### config.mk
export PLATFORM = sky130hd
export DESIGN_NAME = tws_target
export DESIGN_NICKNAME = d
export VERILOG_FILES = /design/src/tws_pkg.sv /design/src/tws_cond_det.sv /design/src/tws_target.sv
export SDC_FILE = /design/constraint.sdc
export NUM_CORES = 1
export LEC_CHECK = 0
export ABC_AREA = 1
export ABC_CLOCK_PERIOD_IN_PS = 3600
export BUFFER_PORTS_ARGS = -buffer_cell sky130_fd_sc_hd__clkbuf_2
export CAP_MARGIN = 30
export CORE_MARGIN = 2
export CORE_UTILIZATION = 50
export DETAILED_ROUTE_END_ITERATION = 7
export GPL_TIMING_DRIVEN = 0
export PLACE_DENSITY = 0.77
export SLEW_MARGIN = 20
export SYNTH_ARGS = -nofsm -noshare
export SYNTH_HDL_FRONTEND = slang
export SYNTH_SLANG_ARGS = --single-unit
export TNS_END_PERCENT = 100
### constraint.sdc
create_clock -name clk_in -period 3.6 [get_ports clk_in]
set_clock_uncertainty 0.05 [all_clocks]
set_input_delay 0.9 -clock clk_in [delete_from_list [all_inputs] [get_ports clk_in]]
set_output_delay 0.9 -clock clk_in [all_outputs]
set_load 0.02 [all_outputs]
### src/tws_pkg.sv
// Package of constants and state types for the two-wire serial target framing
package tws_pkg;
  localparam int unsigned WORD_BITS = 8;
  localparam int unsigned CLK_PERIOD_NS = 10;
  localparam int unsigned WR_TIME_MS = 5;
  localparam int unsigned NS_PER_MS = 1000000;
  // Longest time: rounds down to whole cycles
  localparam int unsigned WR_CYCLES = (WR_TIME_MS * NS_PER_MS) / CLK_PERIOD_NS;
  localparam logic RST_SDA_OE = 1'b0;
  localparam logic RST_STANDBY = 1'b1;

  typedef enum logic [2:0] {
    TWS_IDLE,
    TWS_RX,
    TWS_RX_ACK,
    TWS_TX,
    TWS_TX_ACK
  } tws_state_e;
endpackage : tws_pkg

### src/tws_cond_det.sv
// Line edge and bus condition detector for the two-wire serial port
`timescale 1ns/100ps
`default_nettype none
module tws_cond_det (
  input wire logic clk_in,
  input wire logic resetn_in,
  input wire logic scl_in,
  input wire logic sda_in,
  output logic scl_rise_out,
  output logic scl_fall_out,
  output logic start_out,
  output logic stop_out
);
  logic scl_q;
  logic scl_d;
  logic sda_q;
  logic sda_d;

  always_comb
  begin
    scl_d = scl_in;
    sda_d = sda_in;
  end

  // Idle bus level is high on both lines
  always_ff @(posedge clk_in or negedge resetn_in)
  begin
    if (!resetn_in)
    begin
      scl_q <= 1'b1;
      sda_q <= 1'b1;
    end
    else
    begin
      scl_q <= scl_d;
      sda_q <= sda_d;
    end
  end

  assign scl_rise_out = scl_in & ~scl_q;
  assign scl_fall_out = ~scl_in & scl_q;
  // Data moving while clock stays high is a condition, never a bit
  assign start_out = scl_in & scl_q & sda_q & ~sda_in;
  assign stop_out = scl_in & scl_q & ~sda_q & sda_in;
endmodule : tws_cond_det
`default_nettype wire

### src/tws_target.sv
// Two-wire serial target: bit and word framing, acknowledge, standby and write cycle timer
`timescale 1ns/100ps
`default_nettype none
module tws_target #(
  parameter int unsigned WORD_W = tws_pkg::WORD_BITS,
  parameter int unsigned WR_CYCLES = tws_pkg::WR_CYCLES
) (
  input wire logic clk_in,
  input wire logic resetn_in,
  input wire logic scl_in,
  input wire logic sda_in,
  output logic sda_out,
  output logic sda_oe_out,
  input wire logic read_mode_in,
  input wire logic [WORD_W-1:0] tx_data_in,
  output logic tx_load_out,
  output logic [WORD_W-1:0] rx_data_out,
  output logic rx_valid_out,
  output logic standby_out,
  output logic busy_out
);
  localparam int unsigned CNT_W = $clog2(WR_CYCLES + 1);
  localparam int unsigned BIT_W = $clog2(WORD_W + 1);
  localparam logic [BIT_W-1:0] LAST_BIT = BIT_W'(WORD_W - 1);
  localparam logic [BIT_W-1:0] FULL_WORD = BIT_W'(WORD_W);
  localparam logic [CNT_W-1:0] WR_LOAD = CNT_W'(WR_CYCLES);

  logic scl_rise;
  logic scl_fall;
  logic start_det;
  logic stop_det;

  tws_pkg::tws_state_e st_q;
  tws_pkg::tws_state_e st_d;
  logic [BIT_W-1:0] bit_q;
  logic [BIT_W-1:0] bit_d;
  logic [WORD_W-1:0] shreg_q;
  logic [WORD_W-1:0] shreg_d;
  logic oe_q;
  logic oe_d;
  logic host_ack_q;
  logic host_ack_d;
  logic read_seq_q;
  logic read_seq_d;
  logic write_seq_q;
  logic write_seq_d;
  logic standby_q;
  logic standby_d;
  logic [CNT_W-1:0] wr_cnt_q;
  logic [CNT_W-1:0] wr_cnt_d;
  logic [WORD_W-1:0] rx_data_q;
  logic [WORD_W-1:0] rx_data_d;
  logic rx_valid_q;
  logic rx_valid_d;
  logic tx_load_q;
  logic tx_load_d;
  logic busy;

  tws_cond_det u_cond (
    .clk_in(clk_in),
    .resetn_in(resetn_in),
    .scl_in(scl_in),
    .sda_in(sda_in),
    .scl_rise_out(scl_rise),
    .scl_fall_out(scl_fall),
    .start_out(start_det),
    .stop_out(stop_det)
  );

  assign busy = (wr_cnt_q != '0);

  always_comb
  begin
    st_d = st_q;
    bit_d = bit_q;
    shreg_d = shreg_q;
    oe_d = oe_q;
    host_ack_d = host_ack_q;
    read_seq_d = read_seq_q;
    write_seq_d = write_seq_q;
    standby_d = standby_q;
    rx_data_d = rx_data_q;
    rx_valid_d = 1'b0;
    tx_load_d = 1'b0;
    // Internal write cycle runs out by itself, whatever the bus does
    wr_cnt_d = busy ? wr_cnt_q - CNT_W'(1) : wr_cnt_q;
    if (start_det)
    begin
      // A start always resynchronises framing, even mid-word
      st_d = tws_pkg::TWS_RX;
      bit_d = '0;
      oe_d = 1'b0;
      read_seq_d = 1'b0;
      write_seq_d = 1'b0;
      standby_d = 1'b0;
    end
    else if (stop_det)
    begin
      st_d = tws_pkg::TWS_IDLE;
      oe_d = 1'b0;
      if (read_seq_q)
        standby_d = 1'b1;
      else if (write_seq_q && !busy)
        wr_cnt_d = WR_LOAD;
      read_seq_d = 1'b0;
      write_seq_d = 1'b0;
    end
    else
    begin
      case (st_q)
        tws_pkg::TWS_IDLE:
        begin
          // Bits outside a started frame are ignored
          bit_d = bit_q;
        end
        tws_pkg::TWS_RX:
        begin
          if (scl_rise && bit_q != FULL_WORD)
          begin
            shreg_d = {shreg_q[WORD_W-2:0], sda_in};
            bit_d = bit_q + BIT_W'(1);
            if (bit_q == LAST_BIT)
            begin
              rx_data_d = {shreg_q[WORD_W-2:0], sda_in};
              rx_valid_d = 1'b1;
            end
          end
          else if (scl_fall && bit_q == FULL_WORD)
          begin
            st_d = tws_pkg::TWS_RX_ACK;
            // Withholding the acknowledge tells a polling host to retry
            oe_d = ~busy;
            write_seq_d = write_seq_q | ~busy;
          end
        end
        tws_pkg::TWS_RX_ACK:
        begin
          if (scl_fall)
          begin
            bit_d = '0;
            oe_d = 1'b0;
            if (!oe_q)
              st_d = tws_pkg::TWS_IDLE;
            else if (read_mode_in)
            begin
              st_d = tws_pkg::TWS_TX;
              shreg_d = tx_data_in;
              tx_load_d = 1'b1;
              oe_d = ~tx_data_in[WORD_W-1];
              read_seq_d = 1'b1;
            end
            else
              st_d = tws_pkg::TWS_RX;
          end
        end
        tws_pkg::TWS_TX:
        begin
          if (scl_rise)
            bit_d = bit_q + BIT_W'(1);
          else if (scl_fall)
          begin
            // Only the falling clock edge moves the output bit
            if (bit_q == FULL_WORD)
            begin
              st_d = tws_pkg::TWS_TX_ACK;
              oe_d = 1'b0;
            end
            else
            begin
              shreg_d = {shreg_q[WORD_W-2:0], 1'b0};
              oe_d = ~shreg_q[WORD_W-2];
            end
          end
        end
        tws_pkg::TWS_TX_ACK:
        begin
          if (scl_rise)
            host_ack_d = ~sda_in;
          else if (scl_fall)
          begin
            bit_d = '0;
            if (host_ack_q)
            begin
              st_d = tws_pkg::TWS_TX;
              shreg_d = tx_data_in;
              tx_load_d = 1'b1;
              oe_d = ~tx_data_in[WORD_W-1];
            end
            else
              st_d = tws_pkg::TWS_IDLE;
          end
        end
        default:
        begin
          st_d = tws_pkg::TWS_IDLE;
          oe_d = 1'b0;
        end
      endcase
    end
  end

  always_ff @(posedge clk_in or negedge resetn_in)
  begin
    if (!resetn_in)
    begin
      st_q <= tws_pkg::TWS_IDLE;
      bit_q <= '0;
      shreg_q <= '0;
      oe_q <= tws_pkg::RST_SDA_OE;
      host_ack_q <= 1'b0;
      read_seq_q <= 1'b0;
      write_seq_q <= 1'b0;
      standby_q <= tws_pkg::RST_STANDBY;
      wr_cnt_q <= '0;
      rx_data_q <= '0;
      rx_valid_q <= 1'b0;
      tx_load_q <= 1'b0;
    end
    else
    begin
      st_q <= st_d;
      bit_q <= bit_d;
      shreg_q <= shreg_d;
      oe_q <= oe_d;
      host_ack_q <= host_ack_d;
      read_seq_q <= read_seq_d;
      write_seq_q <= write_seq_d;
      standby_q <= standby_d;
      wr_cnt_q <= wr_cnt_d;
      rx_data_q <= rx_data_d;
      rx_valid_q <= rx_valid_d;
      tx_load_q <= tx_load_d;
    end
  end

  // Open drain: the pad only ever pulls low
  assign sda_out = 1'b0;
  assign sda_oe_out = oe_q;
  assign tx_load_out = tx_load_q;
  assign rx_data_out = rx_data_q;
  assign rx_valid_out = rx_valid_q;
  assign standby_out = standby_q;
  assign busy_out = busy;
endmodule : tws_target
`default_nettype wire

Word-level counts from Yosys, hierarchy flattened:

Index checks and enable logic that the tools add are counted.

* add/subtract/negate cells: 2
* multipliers: 0
* divide/modulo/power cells: 0
* $lt $le $gt $ge: 0
* equality and inequality tests: 32
* shift operators: 0
* muxes and demuxes: 79
* bitwise gates (word level): 17
* reduce and logical (&&, ||, !) cells: 25

Operator list (count)
* 19-bit 2-to-1 mux: 5
* 7-bit 2-to-1 mux: 10
* 1-bit 2-to-1 mux: 40
* 4-bit != test, second input constant: 10
* 3-bit 2-to-1 mux: 10
* 7-bit case mux with 4 select lines: 1
* 4-bit 2-to-1 mux: 6
* 2-bit != test, second input constant: 11
* 19-bit nonzero test: 1
* 19-bit by 1-bit subtractor with 19-bit output, second input constant: 1
* 9-bit AND reduction: 2
* 3-bit nonzero test: 6
* 4-bit case mux with 4 select lines: 1
* 3-bit != test, second input constant: 5
* 3-bit case mux with 5 select lines: 1
* 13-bit AND reduction: 1
* 5-bit AND reduction: 2
* 1-bit inverter: 9
* 4-bit AND reduction: 2
* 1-bit bitwise AND: 7
* 3-bit by 2-bit == test with 1-bit output, second input constant: 2
* 2-bit 2-to-1 mux: 3
* 1-bit case mux with 5 select lines: 1
* 5-bit nonzero test: 1
* 14 further kinds: 17

* register bits after elaboration: 50
* bits in latches: 0
* RAM bits: 0
* ROM bits: 0
* input bits: 13
* output and inout bits: 14
* word-level logic and storage cells: 169
* memories kept: 0

Depth between registers and ports, before layout:

Gate-level depths: netlist of the first run.

* word-level depth: 8
* mapped depth: 11

By module:

From an unflattened synthesis of the first run, not the netlist that was laid out.

* cell total of the unflattened synthesis: 356
* area, all modules: 2725.1 sq um

Modules (own cells, without submodules)
* tws_target: times used 1, cells an instance 343, area an instance 2631.3 sq um, seq. area each 1202.4 sq um
* tws_cond_det: times used 1, cells an instance 13, area an instance 93.8 sq um, seq. area each 52.6 sq um

Worst setup path after synthesis of the first run:

OpenSTA, ideal clock, no wires.

* path type: register to output
* from: reg wr_cnt_q[0]
* to: out busy_out
* arrival: 1.121 ns
* required time: 2.650 ns
* path slack: 1.529 ns
* cell stages (with the launch flop): 7
* cells stage by stage: dfrtp_1 inv_1 ha_1 nand3_1 nor2_4 nand3_4 buf_6

* cells in the longest elaborated chain, start to end: 1

Ends and longest elaborated chain
* start: declaration: line tws_target.sv:49 `logic [CNT_W-1:0] wr_cnt_q;`
* start signal: assignment: line tws_target.sv:229 `wr_cnt_q <= wr_cnt_d;`
* 19-bit nonzero test: line tws_target.sv:70 `assign busy = (wr_cnt_q != '0);`
* end: declaration: line tws_target.sv:20 `output logic busy_out`

Every way passes these cells.

Worst setup path after layout of the first run:

* from: reg wr_cnt_q[9]
* to: out busy_out

The elaborated chain is that of the path after synthesis.

==> metrics, run 1 <==
vias per inst 5.19; initial antenna violation count 0; Int Power 0.982 mW; worst path arrival time 1710 ps; Antenna Nets Post-Route 0; worst endpoint required time 2650 ps; HP Class register to register; CTS tree yes; sw frac 27.2%; pin count of the biggest net entering global routing 51; DRT Wirelength 5770 microns; NetSw 0.367 mW; Synthesis Warnings 0; vias in the first global route 2266; share of power burned in registers 47.9%; detailed router's first-iteration violation count 178; Cell Area, Synth 0.00283 sq mm; DP Area 0.00305 sq mm; path type of the worst setup path register to output pin; register area 0.00125 sq mm; drt wl/cell 12.0 microns; hpwl dp 4270 microns; Clk pwr share 36.1%; syn nets 393; # diodes 0; crit start category register; relative slew slack 55.0%; Worst-path clk slew 90 ps; initial core utilization 51.7%; core area 0.00547 sq mm; area grow syn2layout 12.7%; max cap viols 0; FF+latch count, synth 50; number of buffers created by CTS 5; RSZ-0062 raised after global routing false; crit path time final 2660 ps; GRT Max-Usage Layer met2; CTS Sinks 50; Die ar. 0.00627 sq mm; htree depth 2; Post-Place Worst Slack 1280 ps; Final Hold Fails 0; Min Hold Slack 415 ps; drt pass-1 iters 4; final setup fails 0; P_leak 1.67 nW; Final Net Count 425; vias 2494; fraction of layout instances using a drive strength above 1 18.1%; post-CTS resize count 0; critical path's slowest cell dfrtp_1; # DRC 0; combinational share of power 16.0%; Worst path max stage delay 410 ps; non-filler cells in the finished layout 481; CP cell instances nor2_2 > nand2_1 > nor2_4 > nand3_4 > buf_6 > clkbuf_2; Critical Path End Type output pin; FP Rows 27; placed insts 473; global placement routability congestion 0.938; most used standard cell by instance count after synthesis nand2_1; I/O Pins 27; Final Max Slew Viols 0; fillcell total 523; worst-path fanout max 10; Worst-Margin Slew 675 ps; top cells by area, synth dfrtp_1 42%, nand2_1 14%, nand3_1 7.1%; sequential element share of the synthesized area 44.4%; crit share post-route 74.0%; total grt overflow 0; Fin Setup TNS 0 ps; ys async rst share 100%; Syn Area/Cell 7.52 sq um; global routing usage on met2 31.7%; root buffer cell clkbuf_8; Syn Inst Count 376; met1 usage 28.3%; outcome completed; met3 Use GR 3.86%; commonest cells in the netlist 106 x nand2_1, 47 x dfrtp_1, 42 x inv_1; GRT Overall Usage 20.3%; ys flop type dfrtp_1; Max Root-Sink Buffers 2; peak supply drop 229 uV; die height 79.2 microns; Synth area leader dfrtp_1; number of synthesized flops with an enable pin 0; final core utilization 58.3%; first-pass GRT wire length 10100 microns; post-CTS setup buffers 0; setup ws final 937 ps; Hold-fix buffers, CTS 0; Netlist cell types 28; maximum clock frequency 375 MHz; PortBufs 25; area of the multi-input gates 0.00134 sq mm; Pwr per Cell Area 423 mW/mm^2; Design Power 1.35 mW; Clock Latency Late Sink 310 ps; fin area 0.00319 sq mm; die span in x 79.2 microns; share of the synthesized area in the top cell type 41.6%
## placed cells by master (no fill, tap or decap), types with 3 or more instances in the layout
cell type  count
inv_1         42
o21ai_0       12
clkbuf_8       6
nor3_1         7
xor2_1         5
nand2_2        3
dfrtp_1       47
inv_2         11
dfstp_2        3
ha_1           4
nor2_1        34
nor2_2         9
nand3_1       40
nand2_1      106
clkbuf_2      24
nand4_1        3
xnor2_1        4
a21oi_1       14
o21ai_1       14
nor2_4         5
## power groups by stage
stage	sequential [mW]	clock, mW	combinational [mW]
2_1_floorplan	0.649	0	0.161
3_3_place_gp	0.654	0	0.209
3_5_place_dp	0.655	0	0.216
4_1_cts	0.644	0.497	0.218
5_1_grt	0.652	0.515	0.250
6_report	0.645	0.487	0.216
## layout make-up
cell class / instances / share of cell area (%)
Clock buffer: 6 / 2.59
Inverter: 53 / 6.24
Timing Repair Buffer: 25 / 4.00
Tap cell: 72 / 2.83
Multi-Input combinational cell: 269 / 42.1
Sequential cell: 50 / 39.4
Clock inverter: 2 / 1.88
Buffer: 4 / 0.981
## flip-flops by register name, indices dropped and copies added (netlist names)
| name | flops |
|---|---|
| shreg_q | 7 |
| rx_valid_out | 1 |
| host_ack_q | 1 |
| wr_cnt_q | 19 |
| sda_oe_out | 1 |
| read_seq_q | 1 |
| tx_load_out | 1 |
| rx_data_out | 8 |
| u_cond.scl_q | 1 |
| u_cond.sda_q | 1 |
| st_q | 3 |
| standby_out | 1 |
| bit_q | 4 |
| write_seq_q | 1 |
## cells by family after synthesis
group | count (synthesis) | synth area share [%]
AND/OR/NAND/NOR | 214 | 35.0
adder cells (fa/ha/maj) | 4 | 1.77
buffers and inverters | 57 | 8.14
other | 1 | 0.133
XOR/XNOR | 9 | 2.79
flip-flops | 50 | 44.4
AO/OA/AOI/OAI | 41 | 7.74
## path summary, 6_finish.rpt
check / cells after the start / from / slack (ps) / to
min: 2 / standby_out$_DFFE_PN1P_ / 420 / standby_out$_DFFE_PN1P_
min reg2reg: 2 / standby_out$_DFFE_PN1P_ / 420 / standby_out$_DFFE_PN1P_
max in group asynchronous: 1 / resetn_in / 2450 / wr_cnt_q[18]$_DFF_PN0_
max: 6 / wr_cnt_q[9]$_DFF_PN0_ / 940 / busy_out
min in group asynchronous: 1 / resetn_in / 580 / rx_data_out[3]$_DFFE_PN0P_
max reg2reg: 9 / u_cond.scl_q$_DFF_PN1_ / 1860 / shreg_q[5]$_DFFE_PN0P_
## metal layers
layer	vias up	part of all wire, %
met2	67	46
met3	8	5.2
met5	-	0
li1	1256	-
met4	0	1.7
met1	1163	47
## critical path: cells and delay by family (launching register included)
kind	cells	cell delay, ps
buffers and inverters	2	320
DFF	1	410
and+or+nand+nor	4	660
No activity file was read; power rests on OpenSTA's default activity.
==> run 2, diff against run 1 <==
--- a/config.mk
+++ b/config.mk
@@ -6,14 +6,14 @@
 export NUM_CORES = 1
 export LEC_CHECK = 0
 export ABC_AREA = 1
-export ABC_CLOCK_PERIOD_IN_PS = 3600
+export ABC_CLOCK_PERIOD_IN_PS = 2200
 export BUFFER_PORTS_ARGS = -buffer_cell sky130_fd_sc_hd__clkbuf_2
 export CAP_MARGIN = 30
 export CORE_MARGIN = 2
 export CORE_UTILIZATION = 50
 export DETAILED_ROUTE_END_ITERATION = 7
 export GPL_TIMING_DRIVEN = 0
-export PLACE_DENSITY = 0.77
+export PLACE_DENSITY = 0.8
 export SLEW_MARGIN = 20
 export SYNTH_ARGS = -nofsm -noshare
 export SYNTH_HDL_FRONTEND = slang
==> constraint.sdc (replaced) <==
create_clock -name clk_in -period 2.2 [get_ports clk_in]
set_clock_uncertainty 0.05 [all_clocks]
set_input_delay 0.55 -clock clk_in [delete_from_list [all_inputs] [get_ports clk_in]]
set_output_delay 0.55 -clock clk_in [all_outputs]
set_load 0.02 [all_outputs]
==> run 2 against run 1 <==
Against the previous run: global-route usage up 0.70 points; via count increased by 1.9%; die area stayed put; critical path depth unchanged; clock power up 19%; critical path type unchanged; combinational power increased by 63%; largest cell class unchanged; sequential share of layout area down 1.3 points; non-clock buffer count is 15 higher; highest routed layer unchanged; worst setup slack got worse by 880 ps; flip-flop and latch count stayed put; utilization rose by 2.1 points.
==> metrics, run 2 (synthesis gave the netlist of run 1 again) <==
worst path arrival time 1540 ps (-170 ps); pin count of the biggest net entering global routing 51 (unchanged); Die ar. 0.00627 sq mm (unchanged); hpwl dp 4390 microns (+2.9%); R2R Setup Slk 390 ps (-1470 ps); outcome completed; setup ws final 56.9 ps (-880 ps); relative slew slack 55.3% (+0.35 points); Antenna Nets Post-Route 0 (unchanged); Worst-path clk slew 100 ps (about the same); vias per inst 5.13 (-1.2%); crit share post-route 97.4%; most common cell after layout, fill and taps aside nand2_1; area grow syn2layout 16.9%; maximum clock frequency 467 MHz; worst r2r dst wr_cnt_q[12]$_DFF_PN0_; CP Capture Point busy_out; vias 2542 (+1.9%); crit start category register; P_leak 1.72 nW (+3.2%); Worst-Margin Slew 670 ps (-5.21 ps); Pwr per Cell Area 602 mW/mm^2 (+42%); area of the multi-input gates 0.00138 sq mm (+2.6%); # diodes 0 (unchanged); Max Root-Sink Buffers 2 (unchanged); die span in x 79.2 microns (unchanged); fillcell total 503 (-3.8%); FP Rows 27 (unchanged); peak supply drop 289 uV (+26%); Critical Path End Type output pin; Final Hold Fails 0 (unchanged); Design Power 1.99 mW (+47%); HP Class input port to asynchronous set/reset pin; max cap viols 0 (unchanged); global placement routability congestion 0.905 (-3.5%); root buffer cell clkbuf_8; Clock Latency Late Sink 310 ps (about the same); fraction of layout instances using a drive strength above 1 22.9% (+4.8 points); htree depth 2 (unchanged); most frequent cells in the layout 104 x nand2_1, 46 x dfrtp_1, 40 x inv_1; CP cell instances nor2_4 > nand2_2 > nor2_4 > nand3_4 > buf_8 > clkbuf_8; GRT Overall Usage 21.0% (+0.70 points); CP Launch Point wr_cnt_q[8]$_DFF_PN0_; vias in the first global route 2372 (+4.7%); Hold-fix buffers, CTS 0 (unchanged); final setup fails 0 (unchanged); Final Max Slew Viols 0 (unchanged); initial antenna violation count 0 (unchanged); Crit path top cell by count nor2_4; worst endpoint required time 1600 ps (-1050 ps); Worst R2R Path Depth 9 (unchanged); core area 0.00547 sq mm (unchanged); first-pass GRT wire length 10500 microns (+3.8%); critical path's slowest cell dfrtp_2; total grt overflow 0 (unchanged); register area 0.00126 sq mm (about the same); Fin Setup TNS 0 ps (unchanged); drt pass-1 iters 4 (unchanged); Worst path max stage delay 450 ps (+40 ps); initial core utilization 51.7% (unchanged); I/O Pins 27 (unchanged); number of buffers created by CTS 5 (unchanged); DRT Wirelength 6100 microns (+5.8%); Post-Place Worst Slack 181 ps (-1090 ps); # DRC 0 (unchanged); drt wl/cell 12.3 microns (+2.6%); CTS tree yes; die height 79.2 microns (unchanged); CTS Sinks 50 (unchanged); reg2reg start wr_cnt_q[0]$_DFF_PN0_; detailed router's first-iteration violation count 158 (-11%); fin area 0.00330 sq mm (+3.6%); number of flip-flops in the largest register 19 (unchanged); PortBufs 25 (unchanged); Most flops, register wr_cnt_q; final core utilization 60.4% (+2.1 points); Final Net Count 440 (+3.5%); crit path time final 2140 ps; worst-path fanout max 7 (-3); DP Area 0.00305 sq mm (unchanged); path type of the worst setup path register to output pin
[run 2: cell types whose count changed in the layout (fill, tap and decap cells not counted), moves of 2 or more]
cell and change:
buf_4 +15, bufinv_16 -2, clkinv_4 +2, inv_1 -2
inv_2 +2, nand2_1 -2, nand2_2 +2, nor2_4 +2
[run 2: cell type report]
class                      count  area share [%]
buffer                         4            1.06
clock buffer                   5            2.08
clock inverter                 3           0.871
inverter                      53            6.02
multi-input combinational    269            41.7
sequential                    50            38.0
tap                           72            2.73
timing repair buffer          40            7.54
[run 2: timing repair]
action	in CTS	in global routing
endpoints found under the setup margin	1	1
cloned	0	0
gates resized for setup	4	9
setup buffers	6	9
pin swaps	2	3
[run 2: report_power, final]
group	switching (mW)	internal [mW]	total, mW
registers	0.0669	0.991	1.06
logic	0.222	0.130	0.352
clock network	0.342	0.236	0.578
[run 2: worst min-delay path by stage]
stage                                  from                         end  slack (ps)
floorplan                         resetn_in        bit_q[0]$_DFFE_PN0P_         200
global placement    standby_out$_DFFE_PN1P_     standby_out$_DFFE_PN1P_         410
detailed placement  standby_out$_DFFE_PN1P_     standby_out$_DFFE_PN1P_         400
CTS                               resetn_in  rx_data_out[1]$_DFFE_PN0P_         260
global route                      resetn_in      rx_valid_out$_DFF_PN0_         290
finish                            resetn_in  rx_data_out[1]$_DFFE_PN0P_         220
[run 2: worst max-delay path, delay by kind of cell, from the launching register on]
family / cells / cell delay [ps]
DFF: 1 / 450
buffers and inverters: 2 / 280
and+or+nand+nor: 4 / 490
[run 2: layer usage]
layer	GRT usage (%)	wire length, microns	up-vias	share of wire [%]
li1	-	-	1279	-
met1	27.8	2750	1191	45
met2	34.3	2970	59	49
met3	3.86	256	13	4.2
met4	7.76	130	0	2.1
met5	0	0	-	0
[run 2: stage by stage]
stage               hold slack (ps)  cells
detailed placement              404    473
floorplan                       204    376
finish                          224    496
global route                    285    496
CTS                             260    487
global placement                406    473
